<file path="src/common/sensor_cfg_pkg.sv">
// constants, reset values and carriers for the sensor configuration bank
package sensor_cfg_pkg;

    ////////////////////////////////////////////////////////////////////////////
    // register indices; byte address is four times the index
    localparam int        ADDR_W        = 12;
    localparam int        IDX_W         = 8;
    localparam int        REG_W         = 16;
    localparam logic [7:0] IDX_PUMP      = 8'h48;
    localparam logic [7:0] IDX_SPARE_A   = 8'h50;
    localparam logic [7:0] IDX_SPARE_B   = 8'h51;
    localparam logic [7:0] IDX_THERM_CTL = 8'h60;
    localparam logic [7:0] IDX_THERM_RD  = 8'h61;
    localparam logic [7:0] IDX_SER_PWR   = 8'h70;
    localparam logic [7:0] IDX_BLACK     = 8'h80;
    localparam logic [7:0] IDX_DPATH     = 8'h81;

    ////////////////////////////////////////////////////////////////////////////
    // reset values
    localparam logic [15:0] RST_PUMP      = 16'h1200;
    localparam logic [15:0] RST_SPARE_A   = 16'h0000;
    localparam logic [15:0] RST_SPARE_B   = 16'h0000;
    localparam logic [15:0] RST_THERM_CTL = 16'h0000;
    localparam logic [7:0]  RST_THERM_RD  = 8'h00;
    localparam logic [15:0] RST_SER_PWR   = 16'h0000;
    localparam logic [15:0] RST_BLACK     = 16'h4008;
    localparam logic [15:0] RST_DPATH     = 16'hc001;

    ////////////////////////////////////////////////////////////////////////////
    // field positions
    localparam int PUMP_PD_EN_BIT   = 0;
    localparam int PUMP_FD_EN_BIT   = 1;
    localparam int PUMP_PD_TRIM_LSB = 8;
    localparam int PUMP_FD_TRIM_LSB = 12;
    localparam int TRIM_W           = 3;
    localparam int THERM_EN_BIT     = 0;
    localparam int THERM_W          = 8;
    localparam int SER_CLK_BIT      = 0;
    localparam int SER_SYNC_BIT     = 1;
    localparam int SER_DATA_BIT     = 2;
    localparam int BLK_LEVEL_LSB    = 0;
    localparam int BLK_LEVEL_W      = 8;
    localparam int BLK_EXP_LSB      = 8;
    localparam int BLK_EXP_W        = 3;
    localparam int BLK_SEED_BIT     = 15;

    localparam logic [15:0] CRC_ALL_ZERO = 16'h0000;
    localparam logic [15:0] CRC_ALL_ONE  = 16'hffff;
    localparam logic [7:0]  ONE_SAMPLE   = 8'h01;

    ////////////////////////////////////////////////////////////////////////////
    // carriers
    typedef struct packed {
        logic [2:0] fd_trim;
        logic [2:0] pd_trim;
        logic       fd_en;
        logic       pd_en;
    } pump_cfg_s;

    typedef struct packed {
        logic data_on;
        logic sync_on;
        logic clk_on;
    } serial_pwr_s;

    typedef struct packed {
        logic [15:0] crc_init;
        logic [7:0]  sample_count;
        logic [7:0]  target;
    } black_cal_s;

endpackage

</file>
<file path="src/rtl/cfg_word.sv">
// one 16-bit configuration word with byte-lane writes
`timescale 1ns/1ps
module cfg_word
#(
    parameter logic [15:0] RST = 16'h0000
)
(
    // clock and reset
    input  wire logic        pclk,
    input  wire logic        presetn,
    // write side
    input  wire logic [1:0]  be,
    input  wire logic [15:0] wdata,
    // stored value
    output logic      [15:0] q
);

    always_ff @(posedge pclk or negedge presetn)
    begin
        if (!presetn)
        begin
            q <= RST;
        end
        else
        begin
            if (be[0])
            begin
                q[7:0] <= wdata[7:0];
            end
            if (be[1])
            begin
                q[15:8] <= wdata[15:8];
            end
        end
    end

endmodule

</file>
<file path="src/rtl/sensor_cfg_bank.sv">
// configuration bank for charge pump, thermal diode, serial power and black calibration
//
// Overview of operation
// - bits 0,1 enable transfer and diffusion pumps
// - pump trims in 10:8 and 14:12
// - diode on only while enabled; 8-bit reading
// - serial clock output powered only while bit0
// - sync channel powered only while bit1
// - bit2 powers all four data channels
// - low byte sets target black level
// - average two to the exponent samples
// - bit 15 picks crc start zeros or ones
`timescale 1ns/1ps
module sensor_cfg_bank
    import sensor_cfg_pkg::*;
(
    // clock and reset
    input  wire logic              pclk,
    input  wire logic              presetn,
    // apb slave
    input  wire logic              psel,
    input  wire logic              penable,
    input  wire logic              pwrite,
    input  wire logic [ADDR_W-1:0] paddr,
    input  wire logic [31:0]       pwdata,
    input  wire logic [3:0]        pstrb,
    output logic                   pready,
    output logic      [31:0]       prdata,
    output logic                   pslverr,
    // thermal diode
    input  wire logic [THERM_W-1:0] temp_code,
    output logic                   therm_diode_on,
    // analog and serializer controls
    output pump_cfg_s              pump_cfg,
    output serial_pwr_s            serial_pwr,
    output black_cal_s             black_cal,
    output logic      [REG_W-1:0]  data_path_cfg
);

    ////////////////////////////////////////////////////////////////////////////
    // address decode

    logic [IDX_W-1:0]  idx;
    logic              aligned;
    logic              sel_pump;
    logic              sel_spare_a;
    logic              sel_spare_b;
    logic              sel_therm_ctl;
    logic              sel_therm_rd;
    logic              sel_ser_pwr;
    logic              sel_black;
    logic              sel_dpath;
    logic              hit;
    logic [REG_W-1:0]  rd_mux;
    logic              setup;
    logic              wr_fire;
    logic [1:0]        be;

    logic [REG_W-1:0]  pump_word;
    logic [REG_W-1:0]  spare_a_word;
    logic [REG_W-1:0]  spare_b_word;
    logic [REG_W-1:0]  therm_ctl_word;
    logic [REG_W-1:0]  ser_pwr_word;
    logic [REG_W-1:0]  black_word;
    logic [REG_W-1:0]  dpath_word;
    logic [THERM_W-1:0] therm_rd_q;

    logic              pready_q;
    logic [31:0]       prdata_q;
    logic              pslverr_q;
    pump_cfg_s         pump_cfg_q;
    serial_pwr_s       serial_pwr_q;
    black_cal_s        black_cal_q;
    logic [REG_W-1:0]  data_path_q;
    logic              therm_on_q;

    assign idx     = paddr[IDX_W+1:2];
    assign aligned = (paddr[1:0] == 2'b00) && (paddr[ADDR_W-1:IDX_W+2] == '0);

    always_comb
    begin
        sel_pump      = 1'b0;
        sel_spare_a   = 1'b0;
        sel_spare_b   = 1'b0;
        sel_therm_ctl = 1'b0;
        sel_therm_rd  = 1'b0;
        sel_ser_pwr   = 1'b0;
        sel_black     = 1'b0;
        sel_dpath     = 1'b0;
        rd_mux        = '0;
        if (!aligned)
        begin
            rd_mux = '0;
        end
        else if (idx == IDX_PUMP)
        begin
            sel_pump = 1'b1;
            rd_mux   = pump_word;
        end
        else if (idx == IDX_SPARE_A)
        begin
            sel_spare_a = 1'b1;
            rd_mux      = spare_a_word;
        end
        else if (idx == IDX_SPARE_B)
        begin
            sel_spare_b = 1'b1;
            rd_mux      = spare_b_word;
        end
        else if (idx == IDX_THERM_CTL)
        begin
            sel_therm_ctl = 1'b1;
            rd_mux        = therm_ctl_word;
        end
        else if (idx == IDX_THERM_RD)
        begin
            sel_therm_rd = 1'b1;
            rd_mux       = {{(REG_W-THERM_W){1'b0}}, therm_rd_q};
        end
        else if (idx == IDX_SER_PWR)
        begin
            sel_ser_pwr = 1'b1;
            rd_mux      = ser_pwr_word;
        end
        else if (idx == IDX_BLACK)
        begin
            sel_black = 1'b1;
            rd_mux    = black_word;
        end
        else if (idx == IDX_DPATH)
        begin
            sel_dpath = 1'b1;
            rd_mux    = dpath_word;
        end
    end

    assign hit     = sel_pump | sel_spare_a | sel_spare_b | sel_therm_ctl | sel_therm_rd
                   | sel_ser_pwr | sel_black | sel_dpath;
    assign setup   = psel & ~penable;
    // writes land only at the completing edge; unmapped writes are dropped
    assign wr_fire = psel & penable & pready_q & pwrite & hit;
    assign be      = wr_fire ? pstrb[1:0] : 2'b00;

    ////////////////////////////////////////////////////////////////////////////
    // apb answer: zero wait states, reply prepared in the setup cycle

    always_ff @(posedge pclk or negedge presetn)
    begin
        if (!presetn)
        begin
            pready_q  <= 1'b0;
            prdata_q  <= '0;
            pslverr_q <= 1'b0;
        end
        else
        begin
            pready_q  <= setup;
            pslverr_q <= setup & ~hit;
            if (setup && !pwrite)
            begin
                prdata_q <= {16'h0000, rd_mux};
            end
        end
    end

    ////////////////////////////////////////////////////////////////////////////
    // stored words; reserved bits are kept as written

    cfg_word #(.RST(RST_PUMP)) u_pump
    (
        .pclk    (pclk),
        .presetn (presetn),
        .be      (sel_pump ? be : 2'b00),
        .wdata   (pwdata[15:0]),
        .q       (pump_word)
    );

    cfg_word #(.RST(RST_SPARE_A)) u_spare_a
    (
        .pclk    (pclk),
        .presetn (presetn),
        .be      (sel_spare_a ? be : 2'b00),
        .wdata   (pwdata[15:0]),
        .q       (spare_a_word)
    );

    cfg_word #(.RST(RST_SPARE_B)) u_spare_b
    (
        .pclk    (pclk),
        .presetn (presetn),
        .be      (sel_spare_b ? be : 2'b00),
        .wdata   (pwdata[15:0]),
        .q       (spare_b_word)
    );

    cfg_word #(.RST(RST_THERM_CTL)) u_therm_ctl
    (
        .pclk    (pclk),
        .presetn (presetn),
        .be      (sel_therm_ctl ? be : 2'b00),
        .wdata   (pwdata[15:0]),
        .q       (therm_ctl_word)
    );

    cfg_word #(.RST(RST_SER_PWR)) u_ser_pwr
    (
        .pclk    (pclk),
        .presetn (presetn),
        .be      (sel_ser_pwr ? be : 2'b00),
        .wdata   (pwdata[15:0]),
        .q       (ser_pwr_word)
    );

    cfg_word #(.RST(RST_BLACK)) u_black
    (
        .pclk    (pclk),
        .presetn (presetn),
        .be      (sel_black ? be : 2'b00),
        .wdata   (pwdata[15:0]),
        .q       (black_word)
    );

    cfg_word #(.RST(RST_DPATH)) u_dpath
    (
        .pclk    (pclk),
        .presetn (presetn),
        .be      (sel_dpath ? be : 2'b00),
        .wdata   (pwdata[15:0]),
        .q       (dpath_word)
    );

    ////////////////////////////////////////////////////////////////////////////
    // thermal readout: held while the diode is off, so the last value survives

    always_ff @(posedge pclk or negedge presetn)
    begin
        if (!presetn)
        begin
            therm_on_q <= 1'b0;
            therm_rd_q <= RST_THERM_RD;
        end
        else
        begin
            therm_on_q <= therm_ctl_word[THERM_EN_BIT];
            if (therm_on_q)
            begin
                therm_rd_q <= temp_code;
            end
        end
    end

    ////////////////////////////////////////////////////////////////////////////
    // control outputs, one register stage behind the stored words

    always_ff @(posedge pclk or negedge presetn)
    begin
        if (!presetn)
        begin
            pump_cfg_q <= '0;
        end
        else
        begin
            pump_cfg_q.pd_en   <= pump_word[PUMP_PD_EN_BIT];
            pump_cfg_q.fd_en   <= pump_word[PUMP_FD_EN_BIT];
            pump_cfg_q.pd_trim <= pump_word[PUMP_PD_TRIM_LSB +: TRIM_W];
            pump_cfg_q.fd_trim <= pump_word[PUMP_FD_TRIM_LSB +: TRIM_W];
        end
    end

    always_ff @(posedge pclk or negedge presetn)
    begin
        if (!presetn)
        begin
            serial_pwr_q <= '0;
        end
        else
        begin
            serial_pwr_q.clk_on  <= ser_pwr_word[SER_CLK_BIT];
            serial_pwr_q.sync_on <= ser_pwr_word[SER_SYNC_BIT];
            serial_pwr_q.data_on <= ser_pwr_word[SER_DATA_BIT];
        end
    end

    always_ff @(posedge pclk or negedge presetn)
    begin
        if (!presetn)
        begin
            black_cal_q <= '0;
            data_path_q <= RST_DPATH;
        end
        else
        begin
            black_cal_q.target       <= black_word[BLK_LEVEL_LSB +: BLK_LEVEL_W];
            black_cal_q.sample_count <= ONE_SAMPLE << black_word[BLK_EXP_LSB +: BLK_EXP_W];
            black_cal_q.crc_init     <= black_word[BLK_SEED_BIT] ? CRC_ALL_ONE : CRC_ALL_ZERO;
            data_path_q              <= dpath_word;
        end
    end

    assign pready         = pready_q;
    assign prdata         = prdata_q;
    assign pslverr        = pslverr_q;
    assign therm_diode_on = therm_on_q;
    assign pump_cfg       = pump_cfg_q;
    assign serial_pwr     = serial_pwr_q;
    assign black_cal      = black_cal_q;
    assign data_path_cfg  = data_path_q;

    ////////////////////////////////////////////////////////////////////////////
    // assertions

    property p_pump_enable;
        @(posedge pclk) disable iff (!presetn)
        (wr_fire && sel_pump && pstrb[0])
        |=> ##1 (pump_cfg.pd_en == $past(pwdata[0], 2)) && (pump_cfg.fd_en == $past(pwdata[1], 2));
    endproperty
    a_pump_enable : assert property (p_pump_enable) else $error("pump enable not applied");

    property p_pump_trim;
        @(posedge pclk) disable iff (!presetn)
        (wr_fire && sel_pump && pstrb[1])
        |=> ##1 (pump_cfg.pd_trim == $past(pwdata[10:8], 2)) && (pump_cfg.fd_trim == $past(pwdata[14:12], 2));
    endproperty
    a_pump_trim : assert property (p_pump_trim) else $error("pump trim not applied");

    property p_therm_hold;
        @(posedge pclk) disable iff (!presetn)
        !therm_diode_on |=> $stable(therm_rd_q);
    endproperty
    a_therm_hold : assert property (p_therm_hold) else $error("reading moved with diode off");

    property p_therm_track;
        @(posedge pclk) disable iff (!presetn)
        therm_diode_on |=> (therm_rd_q == $past(temp_code));
    endproperty
    a_therm_track : assert property (p_therm_track) else $error("reading not sampled");

    property p_ser_clk;
        @(posedge pclk) disable iff (!presetn)
        (wr_fire && sel_ser_pwr && pstrb[0]) |=> ##1 (serial_pwr.clk_on == $past(pwdata[0], 2));
    endproperty
    a_ser_clk : assert property (p_ser_clk) else $error("clock output power wrong");

    property p_ser_sync;
        @(posedge pclk) disable iff (!presetn)
        !ser_pwr_word[SER_SYNC_BIT] |=> !serial_pwr.sync_on;
    endproperty
    a_ser_sync : assert property (p_ser_sync) else $error("sync channel powered while off");

    property p_ser_data;
        @(posedge pclk) disable iff (!presetn)
        $rose(ser_pwr_word[SER_DATA_BIT])
        |=> serial_pwr.data_on ##1 (serial_pwr.data_on == $past(ser_pwr_word[SER_DATA_BIT]));
    endproperty
    a_ser_data : assert property (p_ser_data) else $error("data channels power wrong");

    property p_black_target;
        @(posedge pclk) disable iff (!presetn)
        (wr_fire && sel_black && pstrb[0]) |=> ##1 (black_cal.target == $past(pwdata[7:0], 2));
    endproperty
    a_black_target : assert property (p_black_target) else $error("black target wrong");

    property p_black_count;
        @(posedge pclk) disable iff (!presetn)
        presetn |=> (black_cal.sample_count == (ONE_SAMPLE << $past(black_word[BLK_EXP_LSB +: BLK_EXP_W])));
    endproperty
    a_black_count : assert property (p_black_count) else $error("sample count wrong");

    property p_crc_seed;
        @(posedge pclk) disable iff (!presetn)
        presetn |=> (black_cal.crc_init == ($past(black_word[BLK_SEED_BIT]) ? CRC_ALL_ONE : CRC_ALL_ZERO));
    endproperty
    a_crc_seed : assert property (p_crc_seed) else $error("crc seed wrong");

    ////////////////////////////////////////////////////////////////////////////
    // covers

    c_pump_write : cover property (@(posedge pclk) disable iff (!presetn) wr_fire && sel_pump);
    c_therm_read : cover property (@(posedge pclk) disable iff (!presetn)
        psel && penable && pready && !pwrite && sel_therm_rd && prdata != 32'h0000_0000);
    c_unmapped   : cover property (@(posedge pclk) disable iff (!presetn) pready && pslverr);
    c_ser_all_on : cover property (@(posedge pclk) disable iff (!presetn)
        serial_pwr.clk_on && serial_pwr.sync_on && serial_pwr.data_on);

endmodule

</file>
<file path="config.mk">
export PLATFORM = sky130hd
export DESIGN_NAME = sensor_cfg_bank
export DESIGN_NICKNAME = d
export VERILOG_FILES = /design/src/common/sensor_cfg_pkg.sv /design/src/rtl/cfg_word.sv /design/src/rtl/sensor_cfg_bank.sv
export SDC_FILE = /design/constraint.sdc
export NUM_CORES = 1
export LEC_CHECK = 0
export ABC_AREA = 1
export ABC_CLOCK_PERIOD_IN_PS = 1880
export BUFFER_PORTS_ARGS = -buffer_cell sky130_fd_sc_hd__buf_2
export CAP_MARGIN = 25
export CORE_MARGIN = 5
export CORE_UTILIZATION = 53
export CTS_BUF_LIST = sky130_fd_sc_hd__clkbuf_8
export DETAILED_ROUTE_END_ITERATION = 16
export PLACE_DENSITY_LB_ADDON = 0.2
export SYNTH_ARGS = -nofsm -noshare
export SYNTH_HDL_FRONTEND = slang
export SYNTH_SLANG_ARGS = --single-unit
</file>
<file path="constraint.sdc">
create_clock -name pclk -period 1.88 [get_ports pclk]
set_input_delay 0.282 -clock pclk [delete_from_list [all_inputs] [get_ports pclk]]
set_output_delay 0.282 -clock pclk [all_outputs]
set_load 0.1 [all_outputs]
</file>
Yosys cells after proc, flatten, opt, wreduce, memory -nomap -nowiden
Index checks and enable logic that the tools add are counted.
{ "op_classes": {"n_lt_le_gt_ge": 0, "n_mul": 0, "addsub": 0, "n_shift": 1, "n_div": 0, "muxes": 62, "n_eq_ne": 8, "n_reduce_logical": 5, "bitwise": 15} }
{ "ops": {"columns": ["operator", "count"], "rows": [
  ["16-bit 2-to-1 mux", 10],
  ["8-bit by 7-bit equality test with 1-bit output (second input constant)", 6],
  ["1-bit 2-to-1 mux", 44],
  ["8-bit equality test (second input constant)", 2],
  ["2-bit 2-to-1 mux", 8],
  ["1-bit by 3-bit left shift with 8-bit output (first input constant)", 1],
  ["1-bit bitwise OR", 7],
  ["1-bit bitwise AND", 6],
  ["2-bit zero test", 2],
  ["1-bit logical AND", 2],
  ["1-bit NOT", 2],
  ["1-bit zero test", 1]
]} }
{ "totals": {"romBits": 0, "ramBits": 0, "mem_count": 0, "output_inout_bits": 94, "reg_bits": 198, "latchBits": 0, "in_bits": 61} }

Logic depth before layout (Yosys ltp)
Gate-level depths: netlist (run 1).
{ "logic_depth": {"word_depth": 14, "mapped_depth": 13} }

Cells and area by module
Synthesis (run 1) repeated with hierarchy kept, for this count alone.
{ "unflattened": {"hier_cells": 975, "area_unflattened_um2": 8135.3} }
{ "by_module_without_submodules": {"columns": ["mod", "cells_each", "area_per_inst_um2", "instances"], "rows": [
  ["sensor_cfg_bank", 499, 3852.4, 1],
  ["cfg_word (u_ser_pwr ...)", 68, 610.6, 4],
  ["cfg_word (u_black ...)", 68, 613.1, 2],
  ["cfg_word (u_dpath)", 68, 614.3, 1]
]} }

Least setup slack after synthesis (run 1)
Ideal clock, no wire load.
{ "synth_timing": {"kind": "register to register", "from": "register pready_q, in the netlist pready", "to": "register u_spare_a.q[10]", "required_ns": 1.762, "path_stages_with_launch": 7, "synth_period_minus_slack_ns": 2.288, "t_arrival_ns": 2.170, "slack_ns": -0.408, "path_cell_list": "dfrtp_1 nand4_1 inv_1 buf_2 nand4_2 nand2_1 nand2_1"} }
{ "synth_between": {"elab_chain_len": 5} }
{ "synth_rtl": {"columns": ["item", "line", "source"], "rows": [
  ["from (decl)", "sensor_cfg_bank.sv:68", "logic pready_q;"],
  ["from (signal assigned)", "sensor_cfg_bank.sv:157", "pready_q <= setup;"],
  ["1-bit bitwise AND (3 in a row)", "sensor_cfg_bank.sv:141", "assign wr_fire = psel & penable & pready_q & pwrite & hit;"],
  ["2-bit 2-to-1 mux", "sensor_cfg_bank.sv:142", "assign be = wr_fire ? pstrb[1:0] : 2'b00;"],
  ["2-bit 2-to-1 mux", "sensor_cfg_bank.sv:182", ".be (sel_spare_a ? be : 2'b00),"],
  ["to (signal assigned)", "cfg_word.sv:32", "q[15:8] <= wdata[15:8];"],
  ["to (decl)", "cfg_word.sv:15", "output logic [15:0] q"]
]} }
No other way between the ends.
A chain may end at the register's enable or synchronous reset.

==> summary.md, run 1 <==
| Metric | Value |
|---|---|
| Result of the run | `completed` |
| Antenna violations before repair | `1` |
| Global-route usage over all layers | `0.2444` |
| Residual DRC | `0` |
| Final Setup Violations | `0` |
| Number of warnings reported in the yosys synthesis log | `0` |
| Leading post-synthesis cells by cell area | `sky130_fd_sc_hd__dfrtp_1, sky130_fd_sc_hd__nand2_1, sky130_fd_sc_hd__nand4_1, sky130_fd_sc_hd__dfstp_2, sky130_fd_sc_hd__buf_4` |
| Seq/Total Area, Yosys | `0.5335` |
| Total of cells resized after clock tree synthesis | `0` |
| Number of placed instances, taps included | `1330` |
| Leftover overflow at the end of global routing | `0` |
| Synth area leader | `sky130_fd_sc_hd__dfrtp_1` |
| Leakage dissipation | `5.712 nW` |
| Initial core utilization | `0.5418` |
| Max Clock Skew | `0.008783 ns` |
| Smallest setup slack after layout | `0.08937 ns` |
| Antenna cell count | `0` |
| Vertical die dimension | `137.4 µm` |
| Required time at the endpoint of the critical path | `1.60 ns` |
| Pre-CTS setup slack | `-0.01526 ns` |
| Die X | `137.4 µm` |
| Maximum number of pins on one net before global-route repair | `57` |
| Post-layout net count | `1196` |
| Number of distinct library cell variants in the gate-level netlist after synthesis | `26` |
| Most numerous cell in the Yosys netlist | `sky130_fd_sc_hd__nand2_1` |
| Total power per unit cell area | `698.4 nW/µm²` |
| Hold Violations, Final | `0` |
| TritonCTS buffer count | `17` |
| Slowest library cell on the worst path | `sky130_fd_sc_hd__dfrtp_1` |
| DP Wirelength | `15590 µm` |
| Async SR Flop Fraction | `1.000` |
| Highest attainable clock frequency | `0.5585 GHz` |
| Setup repair after global routing missed its margin | `yes` |
| Post-layout instance count excluding filler cells | `1364` |
| Fraction of synthesized cell area taken by the top area cell type | `0.5030` |
| Cell area after placement | `9593 µm²` |
| Cell area after synthesis | `8607 µm²` |
| Count of state elements after synthesis | `183` |
| Max-slew violations | `0` |
| Tightest Hold Check Type | `in2reg` |
| Core Util, Final | `0.6283` |
| Final cell area excluding filler cells | `9981 µm²` |
| Number of buffers inserted by post-CTS setup repair | `0` |
| Crit Path Max Fanout | `16` |
| CTS tree | `done` |
| Buffers from clock root to sink, at most | `2` |
| Number of core rows | `46` |
| Cell-by-cell trace of the critical path | `buf_2` |
| Clock H-tree levels | `4` |
| Clock root buffer master | `sky130_fd_sc_hd__clkbuf_8` |
| Vias after detailed routing | `7392` |
| Synthesis-to-layout area growth | `15.96%` |
| Share of cells above drive strength 1 | `0.2239` |
| Antenna-violating nets left | `0` |
| First-pass GRT wire length | `36200 µm` |
| Area of the die | `18890 µm²` |
| Critical Path End Type | `output port` |
| Crit share post-route | `0.9525` |
| First-pass DRT Iterations | `5` |
| Bufs and invs on worst path | `1` |
| # clock sinks | `183` |
| Type of element launching the critical path | `flop` |
| Worst ir drop on vdd | `0.0005414 V` |
| Total detailed-routing wirelength | `21960 µm` |
| Initial detailed-routing violation count | `575` |
| Final routed wire length divided by cell count | `16.10 µm` |
| Power consumption | `6.971 mW` |
| Insertion delay to the later sink of the worst-skew pair | `0.47 ns` |
| Port Buf Inserts | `120` |
| Worst EP arrival | `1.51 ns` |
| Post-synth EDFFs | `0` |
| Total core area | `15890 µm²` |
| Final weighted congestion of routability-driven global placement | `0.8760` |
| Synthesized instance count | `993` |
| Clock-pin slew on the worst setup and hold paths | `0.08 ns` |
| IO Pins | `155` |
| Cell class contributing the biggest share of worst-path delay | `flip-flops` |
| Cell types with the highest counts after synthesis | `sky130_fd_sc_hd__nand2_1, sky130_fd_sc_hd__dfrtp_1, sky130_fd_sc_hd__nand4_1` |
| Synth Area per Inst | `8.668 µm²` |
| Type of the worst setup path | `reg2out` |
| Vias per std cell | `5.419` |
| Main flop type after synthesis | `sky130_fd_sc_hd__dfrtp_1` |
| Slowest cell delay on critical path | `0.54 ns` |
| Number of maximum-capacitance constraint violations | `0` |
| Via count of the first global-routing pass | `7096` |
| Post-layout minimum cycle time | `1.791 ns` |
[state kept, by name (all words and copies together) (netlist names)]
| signal | count |
|---|---|
| pready | 1 |
| therm_diode_on | 1 |
| serial_pwr | 3 |
| u_spare_b.q | 16 |
| pump_cfg | 8 |
| data_path_cfg | 16 |
| therm_rd_q | 8 |
| prdata | 16 |
| u_dpath.q | 16 |
| black_cal | 17 |
| u_black.q | 16 |
| u_therm_ctl.q | 16 |
| pslverr | 1 |
| u_pump.q | 16 |
| u_spare_a.q | 16 |
| u_ser_pwr.q | 16 |
[logic make-up (layout without fill, tap and decap cells)]
kind of cell | Yosys count | count (layout) | share of synthesized area
DFF | 183 | 183 | 0.5335
and+or+nand+nor | 615 | 615 | 0.3419
other | 1 | 16 | 0.0004357
AOI/OAI and AO/OA | 61 | 61 | 0.03809
buffers and inverters | 133 | 273 | 0.08606
[worst reg2reg max path: stages, from the launching register on]
cell	delay [ns]
sky130_fd_sc_hd__dfrtp_4	0.42
sky130_fd_sc_hd__nand4_1	0.19
sky130_fd_sc_hd__inv_1	0.17
sky130_fd_sc_hd__buf_12	0.18
sky130_fd_sc_hd__nand4_2	0.27
sky130_fd_sc_hd__nand2_1	0.16
sky130_fd_sc_hd__nand2_1	0.06
[layer usage]
metal / share of wire / GRT usage
met5: 0.00023 / 0
met4: 0.019 / 0.06319
met2: 0.51 / 0.4078
met1: 0.42 / 0.3294
met3: 0.058 / 0.04675
[through the flow]
step                      setup TNS (ns)  hold WS (ns)
after floorplan                        0      -0.01359
after detailed placement        -0.07964        0.1705
after global placement                 0        0.1713
final                                  0       0.02239
after CTS                              0      0.004691
after global routing             -0.2472      0.001393
[worst paths after layout]
check                               from                 to  slack [ns]  depth (start not counted)
max                        black_cal[30]      black_cal[19]        0.09                          1
max in group asynchronous        presetn   data_path_cfg[5]        0.93                          4
max reg2reg                       pready    u_spare_a.q[10]        0.34                          6
min reg2reg                u_dpath.q[14]  data_path_cfg[14]        0.38                          0
min in group asynchronous        presetn   data_path_cfg[1]        0.25                          2
min                         temp_code[7]      therm_rd_q[7]        0.02                          3
[where the power goes]
group	switching, mW	internal [mW]
Clock	1.32	1.21
Combinational	0.414	0.0978
Sequential	0.00106	3.94
Total	1.73	5.24
[placed cells by master, fill, tap and decap left out]
| master | n |
|---|---|
| sky130_fd_sc_hd__clkbuf_8 | 19 |
| sky130_fd_sc_hd__inv_1 | 52 |
| sky130_fd_sc_hd__bufinv_16 | 2 |
| sky130_fd_sc_hd__nand3_1 | 45 |
| sky130_fd_sc_hd__buf_2 | 119 |
| sky130_fd_sc_hd__a21oi_4 | 1 |
| sky130_fd_sc_hd__nor2_2 | 5 |
| sky130_fd_sc_hd__dfstp_2 | 10 |
| sky130_fd_sc_hd__nor2_4 | 7 |
| sky130_fd_sc_hd__buf_4 | 61 |
| sky130_fd_sc_hd__inv_2 | 6 |
| sky130_fd_sc_hd__nand2_2 | 3 |
| sky130_fd_sc_hd__dlygate4sd3_1 | 2 |
| sky130_fd_sc_hd__nand3_4 | 1 |
| sky130_fd_sc_hd__clkinv_2 | 1 |
| sky130_fd_sc_hd__buf_6 | 1 |
| sky130_fd_sc_hd__nand4_2 | 3 |
| sky130_fd_sc_hd__nor3_1 | 10 |
| sky130_fd_sc_hd__conb_1 | 16 |
| sky130_fd_sc_hd__nor2_1 | 34 |
| sky130_fd_sc_hd__nand4_1 | 118 |
| sky130_fd_sc_hd__nand4_4 | 9 |
| sky130_fd_sc_hd__a21oi_1 | 17 |
| sky130_fd_sc_hd__nand2_1 | 380 |
| sky130_fd_sc_hd__o21ai_0 | 34 |
| sky130_fd_sc_hd__o22ai_1 | 9 |
| sky130_fd_sc_hd__buf_12 | 7 |
| sky130_fd_sc_hd__dfrtp_1 | 172 |
| sky130_fd_sc_hd__dfrtp_4 | 1 |
| sky130_fd_sc_hd__clkinvlp_4 | 1 |
| sky130_fd_sc_hd__clkinv_1 | 2 |
[area by class of cell]
type	instances	area (µm²)
Clock inverter	13	106.4
Multi-Input combinational cell	692	3331
Fill cell	1400	5904
Inverter	51	191.4
Clock buffer	19	261.5
Tap cell	216	270.3
Timing Repair Buffer	190	1225
Sequential cell	183	4596
[what timing repair did]
| action | 4_1_cts | 5_1_grt |
|---|---|---|
| hold buffers | 2 | 0 |
| endpoints found under the hold margin | 26 | 0 |
| endpoints found under the setup margin | 0 | 16 |
No activity file was read; power rests on OpenSTA's default activity.
==> run 2: changes to the inputs <==
CORE_ASPECT_RATIO = 0.6   (was default)
MAX_ROUTING_LAYER = met4   (was default)
TNS_END_PERCENT = 30   (was default)
==> run 2 against run 1 <==
Compared with the run above:
- fmax is 1.6% higher
- power is 1.0% higher
- wire length is 1.4% lower
- clock-buffer cell count stayed put
- global-route usage is 0.14 points lower
- first-iteration DRC count is 0.70% lower
- critical path depth stayed put
- sequential cell count stayed put
- clock skew is 0.0052 ns higher
==> summary.md, run 2 (synthesized netlist as in run 1, its figures left out) <==
| Metric | Value |
|---|---|
| Slowest cell delay on critical path | `0.53 ns` |
| Cell-by-cell trace of the critical path | `buf_2` |
| Leakage dissipation | `5.705 nW` |
| Highest attainable clock frequency | `0.5674 GHz` |
| Crit Path Max Fanout | `16` |
| Total power per unit cell area | `703.4 nW/µm²` |
| Antenna violations before repair | `1` |
| Vias after detailed routing | `7359` |
| Max Clock Skew | `0.01402 ns` |
| CTS tree | `done` |
| Post-layout instance count excluding filler cells | `1360` |
| Most frequent cells in the layout | `sky130_fd_sc_hd__nand2_1, sky130_fd_sc_hd__dfrtp_1, sky130_fd_sc_hd__nand4_1, sky130_fd_sc_hd__buf_2, sky130_fd_sc_hd__buf_4` |
| Hold Violations, Final | `0` |
| Setup_tns | `0 ns` |
| Number of maximum-capacitance constraint violations | `0` |
| Clock-pin slew on the worst setup and hold paths | `0.10 ns` |
| Number of placed instances, taps included | `1325` |
| FF+latch area | `4596 µm²` |
| Worst EP arrival | `1.48 ns` |
| Tightest slew margin relative to the limit | `0.6557` |
| Transition time at the pin with the least slew margin | `0.5165 ns` |
| Leftover overflow at the end of global routing | `0` |
| Pre-CTS setup slack | `-0.005400 ns` |
| Met3 track demand over resource in global routing | `0.04262` |
| Number of fillers in the final layout | `1438` |
| Final weighted congestion of routability-driven global placement | `0.8536` |
| Share of cells above drive strength 1 | `0.2330` |
| Initial core utilization | `0.5352` |
| First-pass DRT Iterations | `5` |
| Insertion delay to the later sink of the worst-skew pair | `0.47 ns` |
| Setup slack of the most critical reg-to-reg path | `0.34 ns` |
| Type of the worst setup path | `reg2out` |
| Smallest setup slack after layout | `0.1177 ns` |
| Most frequent standard cell in the layout excluding fill and tap cells | `sky130_fd_sc_hd__nand2_1` |
| Total detailed-routing wirelength | `21650 µm` |
| Maximum number of pins on one net before global-route repair | `57` |
| First-pass GRT wire length | `35980 µm` |
| Final routed wire length divided by cell count | `15.92 µm` |
| Type of element launching the critical path | `flop` |
| Launch point of the critical path | `black_cal[30]` |
| Critical Path End Type | `output port` |
| Bufs and invs on worst path | `1` |
| Residual DRC | `0` |
| Post-layout minimum cycle time | `1.762 ns` |
| Vertical die dimension | `108.7 µm` |
| Tightest Hold Check Type | `in2reg` |
| Result of the run | `completed` |
| Global-route usage over all layers | `0.2430` |
| Max-slew violations | `0` |
| Clock H-tree levels | `4` |
| DP Wirelength | `15570 µm` |
| Area of the die | `18970 µm²` |
| # clock sinks | `183` |
| Origin of the critical flop-to-flop path | `pready` |
| Crit share post-route | `0.9374` |
| Via count of the first global-routing pass | `6901` |
| Synthesis-to-layout area growth | `16.31%` |
| Met2 GRT Util | `0.3648` |
| Clock root buffer master | `sky130_fd_sc_hd__clkbuf_8` |
| Antenna-violating nets left | `0` |
| Number of core rows | `36` |
| Vias per std cell | `5.411` |
| Initial detailed-routing violation count | `571` |
| Buffers from clock root to sink, at most | `2` |
| Final Setup Violations | `0` |
| Setup repair after global routing missed its margin | `yes` |
| Required time at the endpoint of the critical path | `1.60 ns` |
| Worst ir drop on vdd | `0.0003719 V` |
| TritonCTS buffer count | `17` |
| Post-layout net count | `1198` |
| IO Pins | `155` |
| Cell class contributing the biggest share of worst-path delay | `flip-flops` |
| Largest register FFs | `17` |
| Total core area | `16080 µm²` |
| Peak-usage layer in the global routing report | `met2` |
| Slowest library cell on the worst path | `sky130_fd_sc_hd__dfrtp_1` |
| Die X | `174.5 µm` |
| Combined area of the multi-input logic cells | `3331 µm²` |
| Met1 layer usage reported by global route | `0.3509` |
| Port Buf Inserts | `120` |
| Hold path start | `temp_code[0]` |
| Min Hold Slack | `0.02555 ns` |
-- run 2: cell types whose count changed in the layout (fill, tap and decap cells not counted), moves of 2 or more --
cell                        delta
sky130_fd_sc_hd__buf_4         +2
sky130_fd_sc_hd__clkinv_4      +2
sky130_fd_sc_hd__inv_8         +3
sky130_fd_sc_hd__bufinv_16     -2
sky130_fd_sc_hd__inv_1         -9
sky130_fd_sc_hd__inv_6         +6
-- run 2: final cells by class --
class / count / area share
inverter: 51 / 0.01912
multi-input combinational: 692 / 0.3327
timing repair buffer: 192 / 0.1241
clock buffer: 19 / 0.02612
antenna: 1 / 0.0002500
tap: 209 / 0.02612
sequential: 183 / 0.4591
clock inverter: 13 / 0.01250
-- run 2: final timing paths --
path,end,depth (start not counted)
max,black_cal[27],1
min,therm_rd_q[0],3
max reg2reg,u_spare_b.q[4],6
min reg2reg,data_path_cfg[14],0
max in group asynchronous,data_path_cfg[15],3
min in group asynchronous,black_cal[2],2
-- run 2: repair_timing --
action	in CTS	in global routing
setup endpoints to repair	0	5
endpoints found under the hold margin	40	0
buffers inserted	0	0
hold buffers	2	0
resized for setup	0	1
-- run 2: metrics by stage --
step                      power, mW  instance area (µm²)  utilization
after floorplan               4.303                 8667            -
after global placement        4.516                 9599       0.5970
after detailed placement      4.520                 9599       0.5970
after CTS                     7.095                10010       0.6222
after global routing          7.291                10010       0.6225
final                         7.042                10010       0.6225
-- run 2: where the power goes --
group	internal (mW)	switching (mW)	total (mW)
clock	1.05	1.55	2.60
combinational	0.0961	0.410	0.507
sequential	3.94	0.000942	3.94
-- run 2: worst reg2reg max path: stages, from the launching register on --
cell and delay [ns]:
sky130_fd_sc_hd__dfrtp_4 0.41, sky130_fd_sc_hd__nand4_1 0.17, sky130_fd_sc_hd__inv_1 0.18, sky130_fd_sc_hd__buf_12 0.19, sky130_fd_sc_hd__nand4_2 0.28, sky130_fd_sc_hd__nand2_1 0.15, sky130_fd_sc_hd__nand2_1 0.06
-- run 2: routing by layer --
layer | wire [µm] | vias to the layer above
li1 | - | 3553
met1 | 10300 | 3503
met2 | 9712 | 276
met3 | 1394 | 27
met4 | 247 | 0
met5 | 0 | -
==> run 3: changes to the inputs <==
CELL_PAD_IN_SITES_DETAIL_PLACEMENT = 1   (was default)
CELL_PAD_IN_SITES_GLOBAL_PLACEMENT = 1   (was default)
CORE_UTILIZATION = 43   (was 53)
==> run 3 against run 2 <==
Compared with the run above:
- combinational power increased by 1%
- hold slack improved by 0.0040 ns
- global-route usage is 0.92 points lower
- setup slack got worse by 0.026 ns
- sequential power about the same
- clock skew shrank 0.0051 ns
- die area grew 21%
- first-iteration DRC count is 27% lower
- cell count increased by 4.7%
- critical path depth unchanged
- critical endpoint is now black_cal[17]
- critical path type unchanged
- clock power decreased by 2%
==> summary.md, run 3 (synthesized netlist as in run 1, its figures left out) <==
| Metric | Value |
|---|---|
| Result of the run | `completed` |
| Vias per std cell | `5.296` |
| Post-layout net count | `1197` |
| Bufs and invs on worst path | `1` |
| Tightest slew margin relative to the limit | `0.6527` |
| Most frequent cells in the layout | `sky130_fd_sc_hd__nand2_1, sky130_fd_sc_hd__dfrtp_1, sky130_fd_sc_hd__buf_2, sky130_fd_sc_hd__nand4_1, sky130_fd_sc_hd__buf_4` |
| Worst EP arrival | `1.51 ns` |
| Total of cells resized after clock tree synthesis | `0` |
| # clock sinks | `183` |
| Final routed wire length divided by cell count | `17.93 µm` |
| Crit share post-route | `0.9513` |
| Type of the worst setup path | `reg2out` |
| Cell class contributing the biggest share of worst-path delay | `flip-flops` |
| Vias after detailed routing | `7542` |
| First-pass DRT Iterations | `5` |
| Synthesis-to-layout area growth | `16.97%` |
| Final Setup Violations | `0` |
| Clock H-tree levels | `4` |
| Area of the die | `23040 µm²` |
| Net switching power | `1.880 mW` |
| Pre-CTS setup slack | `-0.09944 ns` |
| Largest register FFs | `17` |
| Clock root buffer master | `sky130_fd_sc_hd__clkbuf_8` |
| Share of total power in combinational logic | `0.073` |
| Required time at the endpoint of the critical path | `1.60 ns` |
| Crit Path Max Fanout | `16` |
| Smallest setup slack after layout | `0.09152 ns` |
| Tightest Hold Check Type | `in2reg` |
| Setup_tns | `0 ns` |
| Max Clock Skew | `0.008890 ns` |
| Core Util, Final | `0.5080` |
| Transition time at the pin with the least slew margin | `0.5209 ns` |
| Setup repair after global routing missed its margin | `yes` |
| Internal power summed over all cells | `5.120 mW` |
| Type of element launching the critical path | `flop` |
| Number of fillers in the final layout | `2440` |
| Antenna violations before repair | `2` |
| Insertion delay to the later sink of the worst-skew pair | `0.47 ns` |
| Max-slew violations | `0` |
| Total power per unit cell area | `695.4 nW/µm²` |
| DP Wirelength | `18520 µm` |
| Slowest library cell on the worst path | `sky130_fd_sc_hd__dfrtp_1` |
| Initial detailed-routing violation count | `419` |
| Cell-by-cell trace of the critical path | `buf_2` |
| Combined area of the multi-input logic cells | `3331 µm²` |
| Buffers from clock root to sink, at most | `2` |
| Worst ir drop on vdd | `0.0004294 V` |
| Relative contribution of sequential cells to total power | `0.562` |
| Critical Path End Type | `output port` |
| Cell area after placement | `9629 µm²` |
| Post-layout minimum cycle time | `1.788 ns` |
| Clock-pin slew on the worst setup and hold paths | `0.09 ns` |
| Global-route usage over all layers | `0.2338` |
| IO Pins | `155` |
| Via count of the first global-routing pass | `7883` |
| Vertical die dimension | `119.6 µm` |
| Total detailed-routing wirelength | `25540 µm` |
| Leftover overflow at the end of global routing | `0` |
| FF+latch area | `4596 µm²` |
| CTS tree | `done` |
| Maximum number of pins on one net before global-route repair | `59` |
| Number of core rows | `40` |
| Number of buffers inserted by post-CTS setup repair | `0` |
| Share of cells above drive strength 1 | `0.2280` |
| Highest attainable clock frequency | `0.5591 GHz` |
| Final weighted congestion of routability-driven global placement | `0.7824` |
| Leakage dissipation | `5.674 nW` |
| Slowest cell delay on critical path | `0.54 ns` |
| Net Sw Frac | `0.2686` |
| Number of maximum-capacitance constraint violations | `0` |
| Hold Violations, Final | `0` |
| Power share of the clock group | `0.364` |
| Port Buf Inserts | `120` |
| First-pass GRT wire length | `41770 µm` |
| Antenna-violating nets left | `0` |
| Die X | `192.7 µm` |
| Most frequent standard cell in the layout excluding fill and tap cells | `sky130_fd_sc_hd__nand2_1` |
| Final cell area excluding filler cells | `10070 µm²` |
| Total core area | `19820 µm²` |
| TritonCTS buffer count | `17` |
| Residual DRC | `0` |
| Initial core utilization | `0.4343` |
-- run 3: area by class of cell --
class,instances,area share
diodes,2,0.0004971
multi-input cells,692,0.3308
clock inverters,10,0.006960
inverters,51,0.01902
well taps,273,0.03393
repair buffers,191,0.1222
flip-flops and latches,183,0.4565
clock buffers,22,0.03008
-- run 3: power groups by stage --
stage | logic, mW | registers (mW) | clock network (mW)
floorplan | 0.267 | 4.04 | 0
global placement | 0.502 | 4.02 | 0
detailed placement | 0.506 | 4.02 | 0
CTS | 0.518 | 3.94 | 2.60
global route | 0.553 | 3.94 | 2.79
finish | 0.514 | 3.94 | 2.55
-- run 3: stage by stage --
stage	hold WS, ns	instances	total power, mW
6_report	0.02952	1424	7.001
2_1_floorplan	-0.01359	1008	4.303
4_1_cts	0.002465	1422	7.059
5_1_grt	0.01769	1424	7.279
3_5_place_dp	0.2351	1384	4.521
3_3_place_gp	0.2402	1384	4.517
-- run 3: what timing repair did --
action | 4_1_cts | 5_1_grt
hold endpoints to repair | 40 | 0
hold buffers | 6 | 0
endpoints found under the setup margin | 0 | 16
-- run 3: path summary, 6_finish.rpt --
path / start / to / slack, ns / cells after the start
min: temp_code[0] / therm_rd_q[0] / 0.03 / 3
max reg2reg: pready / u_spare_a.q[10] / 0.29 / 6
min in group asynchronous: presetn / u_therm_ctl.q[1] / 0.30 / 2
max in group asynchronous: presetn / u_dpath.q[14] / 0.83 / 3
max: black_cal[30] / black_cal[17] / 0.09 / 1
min reg2reg: u_dpath.q[14] / data_path_cfg[14] / 0.38 / 0
-- run 3: layer usage --
metal	up-vias	routed length, µm	global-route usage
met2	168	11950	0.3623
met1	3792	12110	0.3229
li1	3560	-	-
met5	-	0	-
met3	22	1236	0.04477
met4	0	243	0.05031
